## src/tcp_pkg.sv

```systemverilog
// Package for the capture, square-wave and pulse-generator timer block.
// Assumes a single 25 MHz clock. All control fields arrive as plain ports.
package tcp_pkg;

    // ********************************************************************
    // Field positions and codes
    // ********************************************************************
    localparam int CNT_W = 16;
    localparam logic [CNT_W-1:0] CNT_MAX = 16'hffff;
    localparam logic [CNT_W-1:0] CNT_RESET = 16'h0000;
    localparam logic [CNT_W-1:0] CAPTURE_RESET = 16'h0000;

    // Prescaler select: clock field in bits 1:0, edge field in bits 5:4.
    localparam int PRESC_CLK_LSB = 0;
    localparam int PRESC_EDGE_LSB = 4;

    // Edge select codes.
    localparam logic [1:0] EDGE_FALL = 2'h0;
    localparam logic [1:0] EDGE_RISE = 2'h1;
    localparam logic [1:0] EDGE_BOTH = 2'h3;

    // Count clock dividers for clock codes 0..3 (division ratios).
    localparam int DIV_CODE0 = 1;
    localparam int DIV_CODE1 = 4;
    localparam int DIV_CODE2 = 16;
    localparam int DIV_CODE3 = 64;
    localparam int PRE_W = 6;

    // Output control: enable bit 0, toggle-on-match-A bit 1,
    // toggle-on-match-B bit 4, initial level field bits 3:2.
    localparam int OUT_EN_BIT = 0;
    localparam int OUT_TOG_A_BIT = 1;
    localparam int OUT_LVL_LSB = 2;
    localparam int OUT_TOG_B_BIT = 4;
    localparam logic [1:0] LVL_KEEP = 2'h0;
    localparam logic [1:0] LVL_LOW = 2'h1;
    localparam logic [1:0] LVL_HIGH = 2'h2;
    localparam logic OUT_IDLE_LEVEL = 1'b0;

    // Operating modes of the block.
    typedef enum logic [4:0] {
        TCP_STOP = 5'b00001,
        TCP_FREE_RUN = 5'b00010,
        TCP_RESTART = 5'b00100,
        TCP_SQUARE = 5'b01000,
        TCP_PPG = 5'b10000
    } tcp_mode_e;

    // Control bundle from software.
    typedef struct packed {
        tcp_mode_e mode;
        logic [7:0] presc;
        logic [7:0] out_ctrl;
        logic capture_source;
        logic [CNT_W-1:0] cmp_a;
        logic [CNT_W-1:0] cmp_b;
    } tcp_ctrl_s;

    // Status bundle back to software.
    typedef struct packed {
        logic [CNT_W-1:0] count;
        logic [CNT_W-1:0] cap_a;
        logic [CNT_W-1:0] cap_b;
        logic overflow;
        logic irq_a;
        logic irq_b;
    } tcp_stat_s;

endpackage

```

## src/tcp_edge_filter.sv

```systemverilog
// Two-sample edge detector for one trigger pin.
// Assumes the pin is synchronous to ref_clk_in and the enable is a pulse.
`timescale 1ns/10ps

module tcp_edge_filter (
    // Clock and reset.
    input wire logic ref_clk_in,
    input wire logic rst_in,
    // Sampling enable and pin.
    input wire logic sample_en_in,
    input wire logic pin_in,
    // Edge select code.
    input wire logic [1:0] edge_sel_in,
    // One-cycle pulse on a confirmed valid edge, plus confirmed level.
    output logic edge_out,
    output logic rise_out,
    output logic level_out
);

    logic [1:0] samples;
    logic next_level;
    logic rise;
    logic fall;

    // A level only counts after two equal samples, rejecting short noise.
    assign next_level = (samples[0] == samples[1]) ? samples[0] : level_out;
    assign rise = sample_en_in & next_level & ~level_out;
    assign fall = sample_en_in & ~next_level & level_out;

    // Shift the pin in at each count clock.
    always_ff @(posedge ref_clk_in or posedge rst_in) begin
        if (rst_in) begin
            samples <= 2'h0;
        end else if (sample_en_in) begin
            samples <= {samples[0], pin_in};
        end
    end

    // Confirmed level and edge pulses.
    always_ff @(posedge ref_clk_in or posedge rst_in) begin
        if (rst_in) begin
            level_out <= 1'b0;
            edge_out <= 1'b0;
            rise_out <= 1'b0;
        end else begin
            if (sample_en_in) begin
                level_out <= next_level;
            end
            rise_out <= rise;
            case (edge_sel_in)
                tcp_pkg::EDGE_FALL: edge_out <= fall;
                tcp_pkg::EDGE_RISE: edge_out <= rise;
                tcp_pkg::EDGE_BOTH: edge_out <= rise | fall;
                default: edge_out <= 1'b0;
            endcase
        end
    end

endmodule // tcp_edge_filter

```

## src/tcp_timer.sv

```systemverilog
// Top of the 16-bit capture/compare timer: capture, square wave and PPG.
// Assumes software writes control fields only while mode is TCP_STOP.
// Trigger pins are taken as synchronous; no metastability guard is built in.
// Widths beyond one counter cycle alias, since wraps are not counted.
//
// Overview of operation
// - Free-run: pin A edge captures B, irq B.
// - Free-run: opposite pin A edge captures A.
// - Pin A valid edge from edge field.
// - Capture only after two equal samples.
// - Both-edge select blocks pin A capture into A.
// - Source bit set: pin B raises irq A only.
// - Restart: capture B, then clear counter.
// - Restart mode supports rising or falling.
// - Overflow flag set on counter wrap.
// - Square wave toggles every compare A plus one.
// - Square mode clears counter on compare A.
// - PPG: period from A, width from B.
// - PPG toggles flip-flop on A and B.
// - PPG period A plus one, width B plus one.
// - Count clock from low prescaler bits.
`timescale 1ns/10ps

module tcp_timer (
    // Clock and reset.
    input wire logic ref_clk_in,
    input wire logic rst_in,
    // Software control bundle.
    input wire tcp_pkg::tcp_ctrl_s ctrl_in,
    // One-cycle pulse clearing the overflow flag.
    input wire logic overflow_clear_in,
    // Trigger pins.
    input wire logic trigger_input_a_in,
    input wire logic trigger_input_b_in,
    // Status to software.
    output tcp_pkg::tcp_stat_s status_out,
    // Waveform pin.
    output logic waveform_output_pin_out
);

    // ********************************************************************
    // Count clock divider
    // ********************************************************************

    logic [tcp_pkg::PRE_W-1:0] pre_cnt;
    logic [1:0] clk_sel;
    logic [1:0] edge_sel;
    logic count_en;
    logic running;

    assign clk_sel = ctrl_in.presc[tcp_pkg::PRESC_CLK_LSB +: 2];
    assign edge_sel = ctrl_in.presc[tcp_pkg::PRESC_EDGE_LSB +: 2];
    assign running = (ctrl_in.mode != tcp_pkg::TCP_STOP);

    // Terminal count of the divider for the selected ratio.
    function automatic logic [tcp_pkg::PRE_W-1:0] div_last(
        input logic [1:0] sel
    );
        case (sel)
            2'h0: div_last = tcp_pkg::PRE_W'(tcp_pkg::DIV_CODE0 - 1);
            2'h1: div_last = tcp_pkg::PRE_W'(tcp_pkg::DIV_CODE1 - 1);
            2'h2: div_last = tcp_pkg::PRE_W'(tcp_pkg::DIV_CODE2 - 1);
            default: div_last = tcp_pkg::PRE_W'(tcp_pkg::DIV_CODE3 - 1);
        endcase
    endfunction

    // One enable pulse per divided period; all counting keys off this pulse.
    assign count_en = running && (pre_cnt == div_last(clk_sel));

    // Divider restarts while stopped so the first count is one full period.
    always_ff @(posedge ref_clk_in or posedge rst_in) begin
        if (rst_in) begin
            pre_cnt <= '0;
        end else if (!running || count_en) begin
            pre_cnt <= '0;
        end else begin
            pre_cnt <= pre_cnt + 1'b1;
        end
    end

    // ********************************************************************
    // Input edge filters
    // ********************************************************************

    logic edge_a;
    logic rise_a;
    logic edge_b;
    logic level_a;

    // Each filter adds the same fixed latency to every edge, so widths taken
    // as the difference of two captures are not biased by it.
    tcp_edge_filter u_filt_a (
        .ref_clk_in(ref_clk_in),
        .rst_in(rst_in),
        .sample_en_in(count_en),
        .pin_in(trigger_input_a_in),
        .edge_sel_in(edge_sel),
        .edge_out(edge_a),
        .rise_out(rise_a),
        .level_out(level_a)
    );

    // Pin B shares the pin A edge field; no separate field is modelled.
    tcp_edge_filter u_filt_b (
        .ref_clk_in(ref_clk_in),
        .rst_in(rst_in),
        .sample_en_in(count_en),
        .pin_in(trigger_input_b_in),
        .edge_sel_in(edge_sel),
        .edge_out(edge_b),
        .rise_out(),
        .level_out()
    );

    // Opposite edge of pin A, used for capture into A in free-run mode.
    logic opp_a;
    logic level_a_q;
    logic edge_chg;

    // Opposite edge is a confirmed transition that was not the valid one.
    // Both-edge select leaves no opposite edge, so pin A never captures into A.
    always_comb begin
        case (edge_sel)
            tcp_pkg::EDGE_RISE: opp_a = edge_chg & ~rise_a;
            tcp_pkg::EDGE_FALL: opp_a = edge_chg & rise_a;
            default: opp_a = 1'b0;
        endcase
    end

    // Any confirmed change of pin A, delayed to line up with edge_a.
    always_ff @(posedge ref_clk_in or posedge rst_in) begin
        if (rst_in) begin
            level_a_q <= 1'b0;
        end else begin
            level_a_q <= level_a;
        end
    end
    assign edge_chg = level_a ^ level_a_q;

    // ********************************************************************
    // Counter and overflow
    // ********************************************************************

    logic [tcp_pkg::CNT_W-1:0] count;
    logic match_a;
    logic match_b;
    logic is_free;
    logic is_restart;
    logic is_square;
    logic is_ppg;

    assign is_free = (ctrl_in.mode == tcp_pkg::TCP_FREE_RUN);
    assign is_restart = (ctrl_in.mode == tcp_pkg::TCP_RESTART);
    assign is_square = (ctrl_in.mode == tcp_pkg::TCP_SQUARE);
    assign is_ppg = (ctrl_in.mode == tcp_pkg::TCP_PPG);
    // Matches only count on an enable pulse, so a slow count clock gives one
    // event per compare rather than one per fast clock.
    assign match_a = count_en && (count == ctrl_in.cmp_a);
    assign match_b = count_en && (count == ctrl_in.cmp_b);

    // Counting stops and clears in stop mode.
    // Restart clears on the capture pulse itself, so the next width starts
    // from zero and the captured value is the whole previous width, except at clock code 0 where it is one count less.
    always_ff @(posedge ref_clk_in or posedge rst_in) begin
        if (rst_in) begin
            count <= tcp_pkg::CNT_RESET;
        end else if (!running) begin
            count <= tcp_pkg::CNT_RESET;
        end else if (is_restart && edge_a) begin
            count <= tcp_pkg::CNT_RESET;
        end else if (count_en) begin
            if ((is_square || is_ppg) && count == ctrl_in.cmp_a) begin
                count <= tcp_pkg::CNT_RESET;
            end else begin
                count <= count + 1'b1;
            end
        end
    end

    // Overflow flag: a wrap in the same cycle as a clear wins.
    // The flag is sticky so that a late read by software still sees a wrap.
    always_ff @(posedge ref_clk_in or posedge rst_in) begin
        if (rst_in) begin
            status_out.overflow <= 1'b0;
        end else if (count_en && count == tcp_pkg::CNT_MAX) begin
            status_out.overflow <= 1'b1;
        end else if (overflow_clear_in) begin
            status_out.overflow <= 1'b0;
        end
    end

    // ********************************************************************
    // Captures and interrupt pulses
    // ********************************************************************

    // Both captures read the counter in the cycle of the edge pulse, so the
    // difference of two captures is an exact width in count clocks.
    logic measure;
    assign measure = is_free || is_restart;

    // Capture B on pin A valid edge in both measurement modes.
    always_ff @(posedge ref_clk_in or posedge rst_in) begin
        if (rst_in) begin
            status_out.cap_b <= tcp_pkg::CAPTURE_RESET;
        end else if (measure && edge_a) begin
            status_out.cap_b <= count;
        end
    end

    // Capture A on pin A opposite edge in free-run, or on pin B unless source bit set.
    always_ff @(posedge ref_clk_in or posedge rst_in) begin
        if (rst_in) begin
            status_out.cap_a <= tcp_pkg::CAPTURE_RESET;
        end else if (is_free && opp_a) begin
            status_out.cap_a <= count;
        end else if (measure && edge_b && !ctrl_in.capture_source) begin
            status_out.cap_a <= count;
        end
    end

    logic cap_irq_a;
    logic cap_irq_b;
    logic cmp_irq_a;
    logic cmp_irq_b;

    // Capture sources follow the filtered edges, compare sources the matches.
    // Only one kind is live in a mode, so the or never merges two events.
    assign cap_irq_a = measure && edge_b;
    assign cap_irq_b = measure && edge_a;
    assign cmp_irq_a = (is_square || is_ppg) && match_a;
    assign cmp_irq_b = is_ppg && match_b;

    // Interrupt pulses, one cycle each.
    always_ff @(posedge ref_clk_in or posedge rst_in) begin
        if (rst_in) begin
            status_out.irq_a <= 1'b0;
            status_out.irq_b <= 1'b0;
        end else begin
            status_out.irq_a <= cap_irq_a || cmp_irq_a;
            status_out.irq_b <= cap_irq_b || cmp_irq_b;
        end
    end

    // Counter mirrored to status from a register.
    // Software sees the count one clock late; captures use the live value.
    always_ff @(posedge ref_clk_in or posedge rst_in) begin
        if (rst_in) begin
            status_out.count <= tcp_pkg::CNT_RESET;
        end else begin
            status_out.count <= count;
        end
    end

    // ********************************************************************
    // Output flip-flop and pin
    // ********************************************************************

    logic out_ff;
    logic out_en;
    logic tog_a;
    logic tog_b;
    logic [1:0] lvl;

    assign out_en = ctrl_in.out_ctrl[tcp_pkg::OUT_EN_BIT];
    assign tog_a = ctrl_in.out_ctrl[tcp_pkg::OUT_TOG_A_BIT];
    assign tog_b = ctrl_in.out_ctrl[tcp_pkg::OUT_TOG_B_BIT];
    assign lvl = ctrl_in.out_ctrl[tcp_pkg::OUT_LVL_LSB +: 2];

    // Level field presets the flip-flop while stopped; code 11 is ignored.
    // A level change while running has no effect; the preset is applied in
    // stop mode only, which keeps the waveform free of stray edges.
    always_ff @(posedge ref_clk_in or posedge rst_in) begin
        if (rst_in) begin
            out_ff <= tcp_pkg::OUT_IDLE_LEVEL;
        end else if (!running) begin
            if (lvl == tcp_pkg::LVL_LOW) begin
                out_ff <= 1'b0;
            end else if (lvl == tcp_pkg::LVL_HIGH) begin
                out_ff <= 1'b1;
            end
        end else if ((tog_a && match_a && (is_square || is_ppg))
                     || (tog_b && match_b && is_ppg)) begin
            out_ff <= ~out_ff;
        end
    end

    // Pin shows the flip-flop only while enabled, one cycle later.
    // The extra register costs one clock of lag but keeps the pin glitch-free.
    always_ff @(posedge ref_clk_in or posedge rst_in) begin
        if (rst_in) begin
            waveform_output_pin_out <= tcp_pkg::OUT_IDLE_LEVEL;
        end else begin
            waveform_output_pin_out <= out_en ? out_ff
                                              : tcp_pkg::OUT_IDLE_LEVEL;
        end
    end

endmodule // tcp_timer

```

## config.mk

```make
export PLATFORM = sky130hd
export DESIGN_NAME = tcp_timer
export DESIGN_NICKNAME = d
export VERILOG_FILES = /design/src/tcp_pkg.sv /design/src/tcp_edge_filter.sv /design/src/tcp_timer.sv
export SDC_FILE = /design/constraint.sdc
export NUM_CORES = 1
export LEC_CHECK = 0
export BUFFER_PORTS_ARGS = -buffer_cell sky130_fd_sc_hd__buf_2
export CAP_MARGIN = 10
export CELL_PAD_IN_SITES_DETAIL_PLACEMENT = 1
export CELL_PAD_IN_SITES_GLOBAL_PLACEMENT = 1
export CORE_MARGIN = 2
export CORE_UTILIZATION = 41
export CTS_CLUSTER_SIZE = 25
export DETAILED_ROUTE_END_ITERATION = 8
export GPL_TIMING_DRIVEN = 1
export PLACE_DENSITY_LB_ADDON = 0.15
export SYNTH_ARGS = -nofsm -noshare
export SYNTH_HDL_FRONTEND = slang
export SYNTH_HIERARCHICAL = 1
export SYNTH_SLANG_ARGS = --single-unit
```

## constraint.sdc

```tcl
create_clock -name ref_clk_in -period 2.9 [get_ports ref_clk_in]
set_clock_uncertainty 0.05 [all_clocks]
set_input_delay 0.145 -clock ref_clk_in [delete_from_list [all_inputs] [get_ports ref_clk_in]]
set_output_delay 0.145 -clock ref_clk_in [all_outputs]
set_load 0.03 [all_outputs]
```

==> metrics.yaml <==
outcome: "completed"
h-tree-depth: 3
slew_headroom_pct: 40.2
cts_made_buffers: 9
met1_usage_pct: 29.5
min_path_type: "in2reg"
die_area_sq_um: 10600
setup.worst_path.start: "count[3]"
drc: 0
grt_pass1_wl_mm: 17.8
critPathCaptureType: "flop"
final_nets: 529
antenna_found_initial: 0
dp_cells: 586
fin_crit_sh_pct: 82.3
path_class: "reg2reg"
startpoint_type: "flop"
die_y_um: 103
grt_pass1_vias: 3377
grtUsageTotal_pct: 22.7
firstDrtPassIters: 4
drive_gt1_share_pct: 37.3
critPathArrivalTime_ns: 2.59
use_met3_pct: 5.15
clkTransAtPathRegs_ns: 0.08
area_growth_pct: 23.7
post-cts-setup-buffer-count: 0
clock-root-buffer: "clkbuf_8"
io_pins: 111
gp_routability_congestion: 0.802
regToRegStartpoint: "count[3]"
hold_violations: 0
max_cap_viol_count: 0
cp_max_fo: 12
syn_avg_cell_area_sq_um: 11.3
grt_use_met2_pct: 37.3
syn_nets: 417
rows: 36
cts_tree: "yes"
fin_util_pct: 51.6
clock.fmax_mhz: 419
final_cells: 605
tns_ns: 0
cellLeakagePower_nw: 2.56
num_antenna_cells: 0
postPlaceCellArea_sq_um: 4700
clkLatencyLatePin_ns: 0.36
worst_pin_slew_ns: 0.894
post_drt_via_cell_ratio: 5.11
grt_max_degree: 44
cts_num_sinks: 85
num-fill-cells: 1085
peakVddDrop_v: 0.000334
clockBufferDepth: 2
layout.cell_area.non_filler_sq_um: 4970
synthCells: 356
die_w_um: 103
start_util_pct: 41.7
wire_per_inst_um: 18.6
min-delay-start: "ctrl_in[45]"
vias: 3089
setup_viol: 0
hpwlAfterDp_mm: 8.26
numPortBuffers: 103
slew_violations: 0
rsz0062_at_grt: "no"
fin_crit_ns: 2.39
hold-worst-slack_ns: 0.0910
worst_ep_required_time_ns: 3.10
multi_input_area_sq_um: 1720
core_area_sq_um: 9640
final-seq-area_sq_um: 2130
busiest_layer: "met2"
initialDrtViolationCount: 60
wl_mm: 11.3
grt_overflow: 0
synth.cell_area_sq_um: 4020
ant_nets: 0
p_per_area_nw_per_um2: 619
synth-warning-count: 6
where the power goes:
group	internal [mW]	leakage [nW]	switching [mW]	total (mW)
clock	0.568	0.110	0.413	0.981
combinational	0.257	1.32	0.355	0.612
sequential	1.32	1.13	0.161	1.48
worst paths after layout:
path | end | slack [ns] | cells past startpoint
max reg2reg | count[6] | 0.51 | 6
min in group asynchronous | u_filt_b/samples[0] | 0.19 | 3
min | u_filt_a/edge_out | 0.09 | 3
max | count[6] | 0.51 | 6
min reg2reg | status_out[13] | 0.43 | 2
max in group asynchronous | status_out[45] | 1.61 | 4
per-layer routing:
metal | vias up | routed length (um) | part of all wire (%)
li1 | 1445 | - | -
met1 | 1556 | 5010 | 44
met2 | 75 | 5440 | 48
met3 | 13 | 640 | 5.7
met4 | 0 | 176 | 1.6
met5 | - | 0 | 0
area by class of cell:
type                    instances  share of cell area (%)
well taps                     133                    3.35
clock inverters                 4                    1.96
flip-flops and latches         85                    42.8
inverters                      11                   0.856
multi-input cells             237                    34.6
clock buffers                  11                    2.64
repair buffers                124                    13.7
metrics by stage:
| step | setup slack [ns] | power [mW] |
|---|---|---|
| floorplan | 0.767 | 1.88 |
| global placement | 0.553 | 2.07 |
| detailed placement | 0.530 | 2.11 |
| CTS | 0.518 | 3.11 |
| global route | 0.315 | 3.23 |
| finish | 0.512 | 3.08 |
timing repair:
action                                  in CTS  in global routing
gates resized for setup                      0                  0
endpoints found under the setup margin       0                  0
hold buffers                                 4                  0
endpoints found under the hold margin       53                  0
critical path: stages, from the launching register on:
cell     delay, ns
dfrtp_1       0.53
xor2_1        0.22
nor4_1        0.27
nand3_1       0.19
o21ai_2       0.52
nor2_2        0.23
a22o_1        0.26
placed cells by master (no fill, tap or decap), types with 3 or more instances in the layout:
master           n
nor4_2           3
clkbuf_8         9
buf_2          103
nand4_1          5
dfrtp_1         85
a22o_1          10
xnor2_1         11
nor2b_1          3
nand3b_1         3
mux2_2          31
nor3_1           9
o21ai_0          7
or2b_1           4
o21ai_1          7
inv_1           10
and2_1           5
a21oi_1          8
nand3_1         11
nand2_1         24
nor4_1           8
nor2_1          23
and3_1           6
xor2_1          36
bufinv_16        3
buf_4           17
dlygate4sd3_1    4
sequential cells by signal, indices dropped and copies added, names as in the netlist:
signal,flops
count,16
u_filt_a/level_out,1
status_out,51
u_filt_a/rise_out,1
u_filt_b/edge_out,1
waveform_output_pin_out,1
level_a_q,1
u_filt_a/edge_out,1
pre_cnt,6
u_filt_a/samples,2
out_ff,1
u_filt_b/samples,2
u_filt_b/level_out,1
No activity file was read; power rests on OpenSTA's default activity.
